File: src/rtl/sma_pkg.sv
// Purpose: Shared constants, types and register map of the servo mode and alarm block.
// Assumes: One 25 MHz core clock; registers reached over AXI4-Lite with 32-bit data.
// Notes:   Alarm codes are kept as three BCD digits, major then minor.
package sma_pkg;

  // Clock and debounce timing.
  localparam int CLK_HZ   = 25_000_000;
  localparam int DEB_US   = 100;
  localparam int DEB_CYC  = (CLK_HZ / 1_000_000) * DEB_US;
  localparam int FAST_CYC = 1;

  // Register bus geometry and byte offsets.
  localparam int          ADDR_W      = 8;
  localparam logic [7:0]  REG_CONFIG  = 8'h00;
  localparam logic [7:0]  REG_PULSE   = 8'h04;
  localparam logic [7:0]  REG_STATUS  = 8'h08;
  localparam logic [7:0]  REG_IRQ_ST  = 8'h0c;
  localparam logic [7:0]  REG_IRQ_MSK = 8'h10;
  localparam logic [7:0]  REG_COMMAND = 8'h14;
  localparam logic [1:0]  RESP_OKAY   = 2'h0;
  localparam logic [1:0]  RESP_SLVERR = 2'h2;

  // Mode configuration low digit codes and reset values.
  localparam logic [3:0]  MODE_SPD_TRQ  = 4'h3;
  localparam logic [3:0]  MODE_TRQ_POS  = 4'h5;
  localparam logic [3:0]  CFG_RESET     = 4'h3;
  localparam logic [15:0] PULSE_SET_RST = 16'h0010;
  localparam logic [1:0]  PULSE_SEL_RST = 2'h0;

  // Field positions.
  localparam int PULSE_SEL_LSB = 16;
  localparam int ST_ALARM_BIT  = 4;
  localparam int ST_BASE_BIT   = 5;
  localparam int ST_CODE_LSB   = 16;
  localparam int CMD_SETKEY    = 0;

  // Alarm codes.
  localparam logic [11:0] ALM_NONE  = 12'h000;
  localparam logic [11:0] ALM_UV    = 12'h101;
  localparam logic [11:0] ALM_REGEN = 12'h300;
  localparam logic [11:0] ALM_OC    = 12'h320;
  localparam logic [11:0] ALM_OL1   = 12'h500;
  localparam logic [11:0] ALM_OL2   = 12'h510;

  // Interrupt status bits.
  localparam int IRQ_W       = 3;
  localparam int IRQ_ALARM   = 0;
  localparam int IRQ_MODE    = 1;
  localparam int IRQ_REFUSED = 2;

  // Pin indices inside the synchronised pin vector.
  localparam int NPINS    = 12;
  localparam int PIN_SEL  = 0;
  localparam int PIN_ARST = 1;
  localparam int PIN_SON  = 2;
  localparam int PIN_STF  = 3;
  localparam int PIN_STR  = 4;
  localparam int PIN_ZSP  = 5;
  localparam int PIN_OC   = 6;
  localparam int PIN_OL1  = 7;
  localparam int PIN_OL2  = 8;
  localparam int PIN_RGN  = 9;
  localparam int PIN_PWR  = 10;
  localparam int PIN_CMDP = 11;

  // Active servo control mode.
  typedef enum logic [3:0] {
    CM_IDLE     = 4'b0001,
    CM_SPEED    = 4'b0010,
    CM_TORQUE   = 4'b0100,
    CM_POSITION = 4'b1000
  } sma_mode_t;

  // Contact and fault pins; the last field lands on bit 0.
  typedef struct packed {
    logic cmd_pulse_in;
    logic ctrl_power_ok;
    logic regen_fault;
    logic overload2_fault;
    logic overload1_fault;
    logic overcurrent_fault;
    logic zero_speed_flag;
    logic start_reverse_input;
    logic start_forward_input;
    logic servo_on_input;
    logic alarm_reset_input;
    logic control_select_input;
  } sma_pins_t;

  // Drive-side outputs.
  typedef struct packed {
    logic      base_drive_on;
    logic      decel_stop;
    logic      droop_clear;
    logic      cmd_pulse_accept;
    logic      enc_pulse_out;
    sma_mode_t mode;
  } sma_drive_t;

endpackage : sma_pkg

File: src/rtl/sma_debounce.sv
// Purpose: Two-stage synchroniser and stability filter for one pin.
// Assumes: Pin is asynchronous to core_clk.
// Notes:   Level changes only after CNT stable cycles; edge pulses last one cycle.
`timescale 1ns/100ps
module sma_debounce #(
  parameter int CNT = 1
) (
  input  wire logic core_clk,  // Core clock.
  input  wire logic rstn,      // Asynchronous reset, active low.
  input  wire logic pin,       // Raw pin.
  output logic      level,     // Filtered level.
  output logic      rise,      // One-cycle pulse on a filtered rise.
  output logic      fall       // One-cycle pulse on a filtered fall.
);
  localparam int CW = $clog2(CNT + 1);
  localparam logic [CW-1:0] LAST = CW'(CNT - 1);

  logic          sync1_ff, sync2_ff, level_ff, rise_ff, fall_ff;
  logic          nxt_level, nxt_rise, nxt_fall;
  logic [CW-1:0] cnt_ff, nxt_cnt;

  // Counts cycles of disagreement and flips the level once it has lasted.
  always_comb begin
    nxt_level = level_ff;
    nxt_rise  = 1'b0;
    nxt_fall  = 1'b0;
    nxt_cnt   = '0;
    if (sync2_ff != level_ff) begin
      if (cnt_ff == LAST) begin
        nxt_level = sync2_ff;
        nxt_rise  = sync2_ff;
        nxt_fall  = ~sync2_ff;
      end else begin
        nxt_cnt = cnt_ff + CW'(1);
      end
    end
  end

  // Registers the synchroniser and the filter.
  always_ff @(posedge core_clk or negedge rstn) begin
    if (!rstn) begin
      sync1_ff <= 1'b0;
      sync2_ff <= 1'b0;
      level_ff <= 1'b0;
      rise_ff  <= 1'b0;
      fall_ff  <= 1'b0;
      cnt_ff   <= '0;
    end else begin
      sync1_ff <= pin;
      sync2_ff <= sync1_ff;
      level_ff <= nxt_level;
      rise_ff  <= nxt_rise;
      fall_ff  <= nxt_fall;
      cnt_ff   <= nxt_cnt;
    end
  end

  assign level = level_ff;
  assign rise  = rise_ff;
  assign fall  = fall_ff;
endmodule : sma_debounce

File: src/rtl/sma_top.sv
// Purpose: Control-mode selection and alarm sequencing of a servo driver.
// Assumes: Single core clock; power-on reset on rstn stands for a control power cycle.
// Notes:   Speed, torque and position loops live elsewhere and obey the mode output.
`timescale 1ns/100ps
module sma_top
  import sma_pkg::*;
(
  input  wire logic              core_clk,       // Core clock, 25 MHz.
  input  wire logic              rstn,           // Asynchronous reset, active low.
  input  wire sma_pins_t         pins,           // Contact, fault and pulse pins.
  output sma_drive_t             drive,          // Mode and drive-side controls.
  output logic                   irq,            // Level interrupt.
  input  wire logic [ADDR_W-1:0] s_axi_awaddr,   // Write address.
  input  wire logic              s_axi_awvalid,  // Write address valid.
  output logic                   s_axi_awready,  // Write address ready.
  input  wire logic [31:0]       s_axi_wdata,    // Write data.
  input  wire logic [3:0]        s_axi_wstrb,    // Write byte enables.
  input  wire logic              s_axi_wvalid,   // Write data valid.
  output logic                   s_axi_wready,   // Write data ready.
  output logic [1:0]             s_axi_bresp,    // Write response.
  output logic                   s_axi_bvalid,   // Write response valid.
  input  wire logic              s_axi_bready,   // Write response ready.
  input  wire logic [ADDR_W-1:0] s_axi_araddr,   // Read address.
  input  wire logic              s_axi_arvalid,  // Read address valid.
  output logic                   s_axi_arready,  // Read address ready.
  output logic [31:0]            s_axi_rdata,    // Read data.
  output logic [1:0]             s_axi_rresp,    // Read response.
  output logic                   s_axi_rvalid,   // Read data valid.
  input  wire logic              s_axi_rready    // Read data ready.
);

  // Synchronised pin levels and edges.
  logic [NPINS-1:0] pin_raw, lvl, rse, fll;
  assign pin_raw = pins;

  for (genvar g = 0; g < NPINS; g++) begin : g_pin
    localparam int C = (g <= PIN_ARST) ? DEB_CYC : FAST_CYC;
    sma_debounce #(.CNT(C)) u_deb (
      .core_clk (core_clk),
      .rstn     (rstn),
      .pin      (pin_raw[g]),
      .level    (lvl[g]),
      .rise     (rse[g]),
      .fall     (fll[g])
    );
  end

  // Register bus state.
  logic              awr_ff, wr_ff, bvalid_ff, rvalid_ff, awrdy_ff, wrdy_ff, arrdy_ff;
  logic              nxt_awr, nxt_wr, nxt_bvalid, nxt_rvalid, nxt_awrdy, nxt_wrdy, nxt_arrdy;
  logic [ADDR_W-1:0] awaddr_ff, nxt_awaddr;
  logic [31:0]       wdata_ff, nxt_wdata, rdata_ff, nxt_rdata;
  logic [3:0]        wstrb_ff, nxt_wstrb;
  logic [1:0]        bresp_ff, nxt_bresp, rresp_ff, nxt_rresp;
  logic [3:0]        cfg_ff, nxt_cfg;
  logic [15:0]       pset_ff, nxt_pset;
  logic [1:0]        psel_ff, nxt_psel;
  logic [IRQ_W-1:0]  ist_ff, nxt_ist, imsk_ff, nxt_imsk, ev;
  logic              setkey_ff, nxt_setkey, irq_ff, nxt_irq;
  logic              do_wr, do_rd, rd_clr;

  // Control state.
  sma_mode_t   mode_ff, nxt_mode;
  logic        alarm_ff, nxt_alarm, uv_armed_ff, nxt_uv_armed;
  logic [11:0] code_ff, nxt_code, new_code;
  logic        base_ff, nxt_base, decel_ff, nxt_decel, droop_ff, nxt_droop;
  logic        cmd_ff, nxt_cmd, enc_ff, nxt_enc, cause_now, clr_req;
  logic [18:0] enc_cnt_ff, nxt_enc_cnt, half_per;

  // Register bus: write channels taken in either order, read answered next cycle.
  always_comb begin
    nxt_awr    = awr_ff;
    nxt_wr     = wr_ff;
    nxt_awaddr = awaddr_ff;
    nxt_wdata  = wdata_ff;
    nxt_wstrb  = wstrb_ff;
    nxt_bvalid = bvalid_ff;
    nxt_bresp  = bresp_ff;
    nxt_rvalid = rvalid_ff;
    nxt_rresp  = rresp_ff;
    nxt_rdata  = rdata_ff;
    do_wr      = 1'b0;
    do_rd      = 1'b0;
    if (s_axi_awvalid && awrdy_ff) begin
      nxt_awr    = 1'b1;
      nxt_awaddr = s_axi_awaddr;
    end
    if (s_axi_wvalid && wrdy_ff) begin
      nxt_wr    = 1'b1;
      nxt_wdata = s_axi_wdata;
      nxt_wstrb = s_axi_wstrb;
    end
    if (awr_ff && wr_ff && !bvalid_ff) begin
      do_wr      = 1'b1;
      nxt_awr    = 1'b0;
      nxt_wr     = 1'b0;
      nxt_bvalid = 1'b1;
      nxt_bresp  = RESP_OKAY;
      if (!(awaddr_ff inside {REG_CONFIG, REG_PULSE, REG_STATUS, REG_IRQ_ST,
                              REG_IRQ_MSK, REG_COMMAND})) begin
        nxt_bresp = RESP_SLVERR;
      end
    end else if (bvalid_ff && s_axi_bready) begin
      nxt_bvalid = 1'b0;
    end
    if (s_axi_arvalid && arrdy_ff) begin
      do_rd      = 1'b1;
      nxt_rvalid = 1'b1;
      nxt_rresp  = RESP_OKAY;
      nxt_rdata  = '0;
      unique case (s_axi_araddr)
        REG_CONFIG:  nxt_rdata[3:0] = cfg_ff;
        REG_PULSE:   nxt_rdata = {14'h0000, psel_ff, pset_ff};
        REG_STATUS: begin
          nxt_rdata[3:0]                        = mode_ff;
          nxt_rdata[ST_ALARM_BIT]               = alarm_ff;
          nxt_rdata[ST_BASE_BIT]                = base_ff;
          nxt_rdata[ST_CODE_LSB +: 12]          = code_ff;
        end
        REG_IRQ_ST:  nxt_rdata[IRQ_W-1:0] = ist_ff;
        REG_IRQ_MSK: nxt_rdata[IRQ_W-1:0] = imsk_ff;
        REG_COMMAND: nxt_rdata = '0;
        default:     nxt_rresp = RESP_SLVERR;
      endcase
    end else if (rvalid_ff && s_axi_rready) begin
      nxt_rvalid = 1'b0;
    end
    nxt_awrdy = !nxt_awr && !nxt_bvalid;
    nxt_wrdy  = !nxt_wr && !nxt_bvalid;
    nxt_arrdy = !nxt_rvalid;
    rd_clr    = do_rd && (s_axi_araddr == REG_IRQ_ST);
  end

  // Software-written registers and the interrupt status.
  always_comb begin
    nxt_cfg    = cfg_ff;
    nxt_pset   = pset_ff;
    nxt_psel   = psel_ff;
    nxt_imsk   = imsk_ff;
    nxt_setkey = 1'b0;
    if (do_wr && wstrb_ff[0]) begin
      unique case (awaddr_ff)
        REG_CONFIG:  nxt_cfg = wdata_ff[3:0];
        REG_PULSE:   nxt_pset[7:0] = wdata_ff[7:0];
        REG_IRQ_MSK: nxt_imsk = wdata_ff[IRQ_W-1:0];
        REG_COMMAND: nxt_setkey = wdata_ff[CMD_SETKEY];
        default:     nxt_cfg = cfg_ff;
      endcase
    end
    if (do_wr && awaddr_ff == REG_PULSE) begin
      if (wstrb_ff[1]) nxt_pset[15:8] = wdata_ff[15:8];
      if (wstrb_ff[2]) nxt_psel = wdata_ff[PULSE_SEL_LSB +: 2];
    end
    // A read clears the status, but an event in the same cycle stays set.
    nxt_ist = (rd_clr ? '0 : ist_ff) | ev;
    nxt_irq = |(nxt_ist & nxt_imsk);
  end

  // Alarm raising, clearing and base drive.
  always_comb begin
    new_code = ALM_NONE;
    if (rse[PIN_OC])
      new_code = ALM_OC;
    else if (rse[PIN_OL1])
      new_code = ALM_OL1;
    else if (rse[PIN_OL2])
      new_code = ALM_OL2;
    else if (rse[PIN_RGN])
      new_code = ALM_REGEN;
    else if (rse[PIN_PWR] && uv_armed_ff)
      new_code = ALM_UV;
    nxt_uv_armed = fll[PIN_PWR] | (uv_armed_ff & ~rse[PIN_PWR]);
    unique case (code_ff)
      ALM_OC:    cause_now = lvl[PIN_OC];
      ALM_OL1:   cause_now = lvl[PIN_OL1];
      ALM_OL2:   cause_now = lvl[PIN_OL2];
      ALM_REGEN: cause_now = lvl[PIN_RGN];
      ALM_UV:    cause_now = ~lvl[PIN_PWR];
      default:   cause_now = 1'b0;
    endcase
    clr_req   = setkey_ff | rse[PIN_ARST];
    nxt_alarm = alarm_ff;
    nxt_code  = code_ff;
    if (!alarm_ff && new_code != ALM_NONE) begin
      nxt_alarm = 1'b1;
      nxt_code  = new_code;
    end else if (alarm_ff && clr_req && !cause_now) begin
      // A fault rising in the clearing cycle wins over the clear.
      nxt_alarm = (new_code != ALM_NONE);
      nxt_code  = new_code;
    end
    nxt_base = lvl[PIN_SON] & ~nxt_alarm;
  end

  // Control mode selection.
  always_comb begin
    nxt_mode = mode_ff;
    ev       = '0;
    unique case (cfg_ff)
      MODE_SPD_TRQ: nxt_mode = lvl[PIN_SEL] ? CM_TORQUE : CM_SPEED;
      MODE_TRQ_POS: begin
        if (mode_ff != CM_TORQUE && mode_ff != CM_POSITION) begin
          nxt_mode = lvl[PIN_SEL] ? CM_POSITION : CM_TORQUE;
        end else if (rse[PIN_SEL] || fll[PIN_SEL]) begin
          if (lvl[PIN_ZSP])
            nxt_mode = lvl[PIN_SEL] ? CM_POSITION : CM_TORQUE;
          else
            ev[IRQ_REFUSED] = 1'b1;
        end
      end
      default: nxt_mode = CM_IDLE;
    endcase
    ev[IRQ_MODE]  = (nxt_mode != mode_ff);
    ev[IRQ_ALARM] = nxt_alarm & ~alarm_ff;
    nxt_droop = (mode_ff == CM_POSITION) && (nxt_mode == CM_TORQUE);
    nxt_decel = (mode_ff == CM_SPEED) && !lvl[PIN_STF] && !lvl[PIN_STR];
    nxt_cmd = rse[PIN_CMDP] && (mode_ff == CM_POSITION) && !alarm_ff;
  end

  always_comb begin
    half_per    = 19'({3'b000, pset_ff} << psel_ff);
    nxt_enc     = enc_ff;
    nxt_enc_cnt = enc_cnt_ff + 19'h00001;
    if (half_per == '0) begin
      nxt_enc     = 1'b0;
      nxt_enc_cnt = '0;
    end else if (enc_cnt_ff >= half_per - 19'h00001) begin
      nxt_enc     = ~enc_ff;
      nxt_enc_cnt = '0;
    end
  end

  // Registers all state of the block.
  always_ff @(posedge core_clk or negedge rstn) begin
    if (!rstn) begin
      awr_ff      <= 1'b0;
      wr_ff       <= 1'b0;
      awaddr_ff   <= '0;
      wdata_ff    <= '0;
      wstrb_ff    <= '0;
      bvalid_ff   <= 1'b0;
      bresp_ff    <= RESP_OKAY;
      rvalid_ff   <= 1'b0;
      rresp_ff    <= RESP_OKAY;
      rdata_ff    <= '0;
      awrdy_ff    <= 1'b0;
      wrdy_ff     <= 1'b0;
      arrdy_ff    <= 1'b0;
      cfg_ff      <= CFG_RESET;
      pset_ff     <= PULSE_SET_RST;
      psel_ff     <= PULSE_SEL_RST;
      imsk_ff     <= '0;
      ist_ff      <= '0;
      setkey_ff   <= 1'b0;
      irq_ff      <= 1'b0;
      mode_ff     <= CM_IDLE;
      alarm_ff    <= 1'b0;
      code_ff     <= ALM_NONE;
      uv_armed_ff <= 1'b0;
      base_ff     <= 1'b0;
      decel_ff    <= 1'b0;
      droop_ff    <= 1'b0;
      cmd_ff      <= 1'b0;
      enc_ff      <= 1'b0;
      enc_cnt_ff  <= '0;
    end else begin
      awr_ff      <= nxt_awr;
      wr_ff       <= nxt_wr;
      awaddr_ff   <= nxt_awaddr;
      wdata_ff    <= nxt_wdata;
      wstrb_ff    <= nxt_wstrb;
      bvalid_ff   <= nxt_bvalid;
      bresp_ff    <= nxt_bresp;
      rvalid_ff   <= nxt_rvalid;
      rresp_ff    <= nxt_rresp;
      rdata_ff    <= nxt_rdata;
      awrdy_ff    <= nxt_awrdy;
      wrdy_ff     <= nxt_wrdy;
      arrdy_ff    <= nxt_arrdy;
      cfg_ff      <= nxt_cfg;
      pset_ff     <= nxt_pset;
      psel_ff     <= nxt_psel;
      imsk_ff     <= nxt_imsk;
      ist_ff      <= nxt_ist;
      setkey_ff   <= nxt_setkey;
      irq_ff      <= nxt_irq;
      mode_ff     <= nxt_mode;
      alarm_ff    <= nxt_alarm;
      code_ff     <= nxt_code;
      uv_armed_ff <= nxt_uv_armed;
      base_ff     <= nxt_base;
      decel_ff    <= nxt_decel;
      droop_ff    <= nxt_droop;
      cmd_ff      <= nxt_cmd;
      enc_ff      <= nxt_enc;
      enc_cnt_ff  <= nxt_enc_cnt;
    end
  end

  // Outputs straight from flip-flops.
  assign drive.base_drive_on    = base_ff;
  assign drive.decel_stop       = decel_ff;
  assign drive.droop_clear      = droop_ff;
  assign drive.cmd_pulse_accept = cmd_ff;
  assign drive.enc_pulse_out    = enc_ff;
  assign drive.mode             = mode_ff;
  assign irq                    = irq_ff;
  assign s_axi_awready          = awrdy_ff;
  assign s_axi_wready           = wrdy_ff;
  assign s_axi_bresp            = bresp_ff;
  assign s_axi_bvalid           = bvalid_ff;
  assign s_axi_arready          = arrdy_ff;
  assign s_axi_rdata            = rdata_ff;
  assign s_axi_rresp            = rresp_ff;
  assign s_axi_rvalid           = rvalid_ff;

endmodule : sma_top

File: config.mk
export PLATFORM = sky130hd
export DESIGN_NAME = sma_top
export DESIGN_NICKNAME = d
export VERILOG_FILES = /design/src/rtl/sma_pkg.sv /design/src/rtl/sma_debounce.sv /design/src/rtl/sma_top.sv
export SDC_FILE = /design/constraint.sdc
export NUM_CORES = 1
export LEC_CHECK = 0
export ABC_AREA = 1
export BUFFER_PORTS_ARGS = -buffer_cell sky130_fd_sc_hd__buf_2
export CORE_MARGIN = 1.5
export CORE_UTILIZATION = 35
export DETAILED_ROUTE_END_ITERATION = 6
export PLACE_DENSITY = 0.54
export SKIP_LAST_GASP = 1
export SLEW_MARGIN = 25
export SYNTH_ARGS = -nofsm -noshare
export SYNTH_HDL_FRONTEND = slang
export SYNTH_HIERARCHICAL = 1
export SYNTH_SLANG_ARGS = --single-unit
File: constraint.sdc
create_clock -name core_clk -period 3.67 [get_ports core_clk]
set_input_delay 0.5505 -clock core_clk [delete_from_list [all_inputs] [get_ports core_clk]]
set_output_delay 0.5505 -clock core_clk [all_outputs]
set_load 0.02 [all_outputs]
==> Word level (Yosys, flattened, before mapping) <==
Index checks and enable logic that the tools add are counted.
{ "op_classes": {"eq_ne": 37, "muxes": 90, "add_sub_neg": 14, "n_reduce_logical": 57, "order_cmp": 1, "bitwise_logic": 24, "shift": 1} }
{ "op_table": {"columns": ["operator", "n"], "rows": [
  ["2-to-1 mux 12 bit", 6],
  ["2-to-1 mux 1 bit", 60],
  ["2-to-1 mux 19 bit", 2],
  ["2-to-1 mux 11 bit", 3],
  ["== test 8 x 4 -> 1 bit (second input constant)", 4],
  ["== test 8 x 5 -> 1 bit (second input constant)", 4],
  ["AND reduction 2 bit", 16],
  ["adder 12 x 1 -> 12 bit (second input constant)", 2],
  ["== test 12 x 10 -> 1 bit (second input constant)", 2],
  ["== test 12 x 11 -> 1 bit (second input constant)", 2],
  ["== test 12 bit (second input constant)", 2],
  ["case mux 12 bit (2 select lines)", 1],
  ["logical AND 1 bit", 22],
  ["2-to-1 mux 10 bit", 2],
  ["adder 19 x 1 -> 19 bit (second input constant)", 1],
  [">= comparator 19 bit", 1],
  ["zero test 19 bit", 1],
  ["<< shifter 16 x 2 -> 19 bit", 1],
  ["subtractor 19 x 1 -> 19 bit (second input constant)", 1],
  ["NOT 1 bit", 17],
  ["== test 8 x 3 -> 1 bit (second input constant)", 2],
  ["zero test 8 bit", 2],
  ["2-to-1 mux 4 bit", 4],
  ["case mux 3 bit (5 select lines)", 1],
  ["other kinds (27)", 65]
]} }
{ "totals": {"ff_bits": 220, "elab_cells": 313, "inputBits": 71, "out_inout_bits": 51} }

==> Depth between registers and ports, before layout <==
{ "depth": {"depth_word": 13, "mapped_depth": 24} }

==> By module <==
Netlist, hierarchy kept.
{ "modules_own_cells": {"columns": ["mod", "instances", "cells_per_inst", "area_each_um2", "seq_area_each_um2"], "rows": [
  ["sma_top", 1, 966, 7164.4, 3183.1],
  ["sma_debounce (g_pin[10].u_deb ...)", 10, 13, 172.7, 125.1],
  ["sma_debounce (g_pin[0].u_deb ...)", 2, 95, 857.1, 425.4]
]} }

==> Least setup slack after synthesis <==
OpenSTA, ideal clock, no wires.
{ "synth_timing": {"path_type": "reg-to-reg", "startpoint": "reg psel_ff[1]", "endpoint": "reg enc_cnt_ff[0]", "arrival_time_ps": 2945, "path_stages_with_launch": 22, "required_ps": 3606, "synth_period_minus_slack_ps": 3010, "slack_ps": 660, "cell_sequence": "dfrtp_1 buf_4 buf_2 nor2_1 inv_1 ha_1 clkbuf_1 nand3_2 nor2_4 nand2_1 xnor2_1 ha_1 nand2_1 nand2_1 nand2_1 nand2_1 a21oi_1 nand3_1 nor2_1 clkbuf_1 nand3_1 inv_1"} }
{ "synth_between": {"elab_chain_cells": 5, "word_cells_on_any_way": 6, "classes_between": "1 x add/sub; 1 x order compare; 1 x shift; 2 x mux; 1 x reduce/logical"} }
{ "synth_rtl": {"columns": ["element", "line", "source"], "rows": [
  ["start: declaration", "sma_top.sv:57", "logic [1:0] psel_ff, nxt_psel;"],
  ["start signal: assignment", "sma_top.sv:282", "psel_ff <= nxt_psel;"],
  ["<< shifter 16 x 2 -> 19 bit *", "sma_top.sv:221", "half_per = 19'({3'b000, pset_ff} << psel_ff);"],
  ["subtractor 19 x 1 -> 19 bit", "sma_top.sv:227", "end else if (enc_cnt_ff >= half_per - 19'h00001) begin"],
  [">= comparator 19 bit", "sma_top.sv:227", null],
  ["2-to-1 mux 19 bit", "sma_top.sv:227", null],
  ["2-to-1 mux 19 bit *", "sma_top.sv:224", "if (half_per == '0) begin"],
  ["named net nxt_enc_cnt[0]", "sma_top.sv:68", "logic [18:0] enc_cnt_ff, nxt_enc_cnt, half_per;"],
  ["end signal: assignment", "sma_top.sv:296", "enc_cnt_ff <= nxt_enc_cnt;"],
  ["end: declaration", "sma_top.sv:68", null]
]} }
The timed path passes the listed nets; every way through them passes the cells marked *.
A chain may end at the register's enable or synchronous reset.

==> Worst setup path after layout <==
{ "layout_timing": {"startpoint": "reg psel_ff[0]", "endpoint": "reg enc_cnt_ff[8]"} }
Same word-level chain as after synthesis.

==> qor.txt <==
Initial Util = 35.4%
DRC = 0
Rel. slew slack = 48.3%
Clk pwr share = 23.3%
Die area = 29900 sq um
IR drop worst, VDD = 0.382 mV
Period Utilization, post-route = 87.6%
Cell row count = 62
Slew @ Worst Pin = 0.775 ns
CP max stage cell = dfrtp_1
Clock Latency Late Sink = 0.45 ns
Initial antenna violation count = 1
Via Count = 7942
CTS tree = yes
Synth warnings = 6
Number of setup violations in the final report = 0
Reg area = 4930 sq um
Crit path largest cell delay = 0.52 ns
Mean cell area of the mapped netlist = 8.06 sq um
Pleak = 6.19 nW
Max frequency = 0.311 GHz
Final GP Congestion = 0.836
Net Switching = 3.40 mW
Pwr dens = 701 nW/um^2
Sequential power share = 34.9%
Crit-path cells = inv_4 -> nand2_1 -> nand2_1 -> o21ai_2 -> nand2_1 -> nor2_1 -> nand3_1 -> nor2_1 -> xor2_1 -> ha_1 -> nand2_1 -> nor2_1 -> nand2_1 -> nor3_1 -> nand2_1 -> nand4_1 -> buf_4 -> nor2_1 -> nand2_1 -> inv_1
Max Buffers Root-to-Sink = 2
Setup Skew = 0.0135 ns
Core region area = 28500 sq um
Post-Syn Area = 10100 sq um
Buffers on Ports = 95
Most used cell along the critical path = nand2_1
Fraction of layout cells with a size suffix above 1 = 15.5%
Hold Crit Class = in -> async
Dpl hpwl = 17300 um
CP arrival = 3.54 ns
Final-report hold violation count = 0
Pint = 4.72 mW
Max cap viols = 0
1st-iter DRT viols = 400
First drt pass iteration count = 4
CP Capture Type = flip-flop
Die Wd = 173 um
First-pass GRT wire length = 39000 um
Logic pwr share = 41.7%
Wire length per cell = 13.2 um
Mapped Cells = 1253
Sw Ratio = 41.9%
Largest net degree at the start of global routing = 77
Vias in the first global route = 7720
Status = complete, no violations
Area of the multi-input gates = 4340 sq um
Num Clock Sinks = 197
H-tree depth = 4
Fillers = 2991
Crit Path Class = reg -> reg
DRT antenna net count = 0
Crit path required time = 4.00 ns
Drt via density = 4.54
Unrepaired setup endpoints after global routing = false
Nets = 1456
Synthesis-to-layout area growth = 14.7%
Routed wire length = 23000 um
Final Max Tran Viols = 0
Final TNS setup = 0 ns
Shortest period the worst path allows = 3.21 ns
Cell Count, Final, Fillers Out = 1749
Critical path's top delay family = simple AND/OR/NAND/NOR gates
Post-placement cell count = 1714
Ports = 122
Clk root buf = clkbuf_16
Die Y-Extent = 173 um
CP bufs+invs = 3
Clock transition at path regs = 0.08 ns
Crit start category = flip-flop
Total GRT Usage = 16.3%
Total congestion overflow = 0
CP max FO = 16
Num CTS Buffers = 17
layer usage:
layer | part of all wire [%] | vias up | wire, um | global-route usage, %
li1 | - | 4109 | - | -
met1 | 48 | 3703 | 11100 | 21.7
met2 | 47 | 107 | 10900 | 26.9
met3 | 3.0 | 23 | 680 | 3.17
met4 | 1.6 | 0 | 358 | 4.78
met5 | 0 | - | 0 | 0
sequential cells by signal (all words and copies together) (netlist names), 6 cells and up:
name,count
awaddr_ff,8
code_ff,6
enc_cnt_ff,19
g_pin.u_deb/cnt_ff,24
g_pin.u_deb/level,12
g_pin.u_deb/rise,8
g_pin.u_deb/sync1_ff,12
g_pin.u_deb/sync2_ff,12
pset_ff,16
s_axi_rdata,23
wdata_ff,18
repair_timing:
item                       CTS  global route
gates resized for setup      1             1
setup buffers                0             2
hold buffers                 0             0
hold endpoints to repair     0             0
pin swaps                    0             2
cloned                       0             0
setup endpoints to repair   13            20
stage by stage:
| step | setup slack (ns) | total power, mW | hold WS [ns] | utilization (%) | instance area [sq um] |
|---|---|---|---|---|---|
| 5_1_grt | 0.0648 | 8.91 | 0.124 | 40.6 | 11600 |
| 3_5_place_dp | -0.0413 | 6.32 | 0.337 | 38.4 | 11000 |
| 4_1_cts | 0.224 | 8.25 | 0.100 | 40.5 | 11600 |
| 3_3_place_gp | 0.0321 | 6.25 | 0.332 | 38.4 | 11000 |
| 6_report | 0.456 | 8.12 | 0.0970 | 40.6 | 11600 |
| 2_1_floorplan | 0.660 | 5.60 | 0.255 | - | 10100 |
power groups by stage:
| stage | registers [mW] | logic [mW] | clock network (mW) |
|---|---|---|---|
| after detailed placement | 2.88 | 3.44 | 0 |
| after floorplan | 2.85 | 2.75 | 0 |
| after global routing | 2.90 | 3.96 | 2.05 |
| final | 2.84 | 3.39 | 1.89 |
| after CTS | 2.84 | 3.45 | 1.96 |
| after global placement | 2.88 | 3.37 | 0 |
placed cells by master (no fill, tap or decap), drive strengths merged, types with 22 or more instances in the layout:
master  instances
nand2         400
dfrtp         193
inv           171
nor2          133
buf           108
nand3          84
o21ai          83
ha             34
xor2           23
a21oi          22
layout make-up:
class,count,share of cell area [%]
sequential,197,42.6
inverter,163,5.32
clock inverter,14,1.35
clock buffer,18,3.79
tap,384,4.15
timing repair buffer,109,5.30
multi-input combinational,863,37.5
antenna,1,0.0216
worst paths after layout:
kind                                         start                   endpoint  slack [ns]  depth (start not counted)
max                                     psel_ff[0]              enc_cnt_ff[8]        0.46                         20
max in group asynchronous                     rstn  g_pin[1].u_deb/cnt_ff[11]        2.74                          2
min reg2reg                g_pin[4].u_deb/sync1_ff    g_pin[4].u_deb/sync2_ff        0.35                          0
min in group core_clk                      pins[3]    g_pin[3].u_deb/sync1_ff        0.21                          1
max reg2reg                             psel_ff[0]              enc_cnt_ff[8]        0.46                         20
min                                           rstn        g_pin[9].u_deb/rise         0.1                          1
No activity file was read; power rests on OpenSTA's default activity.
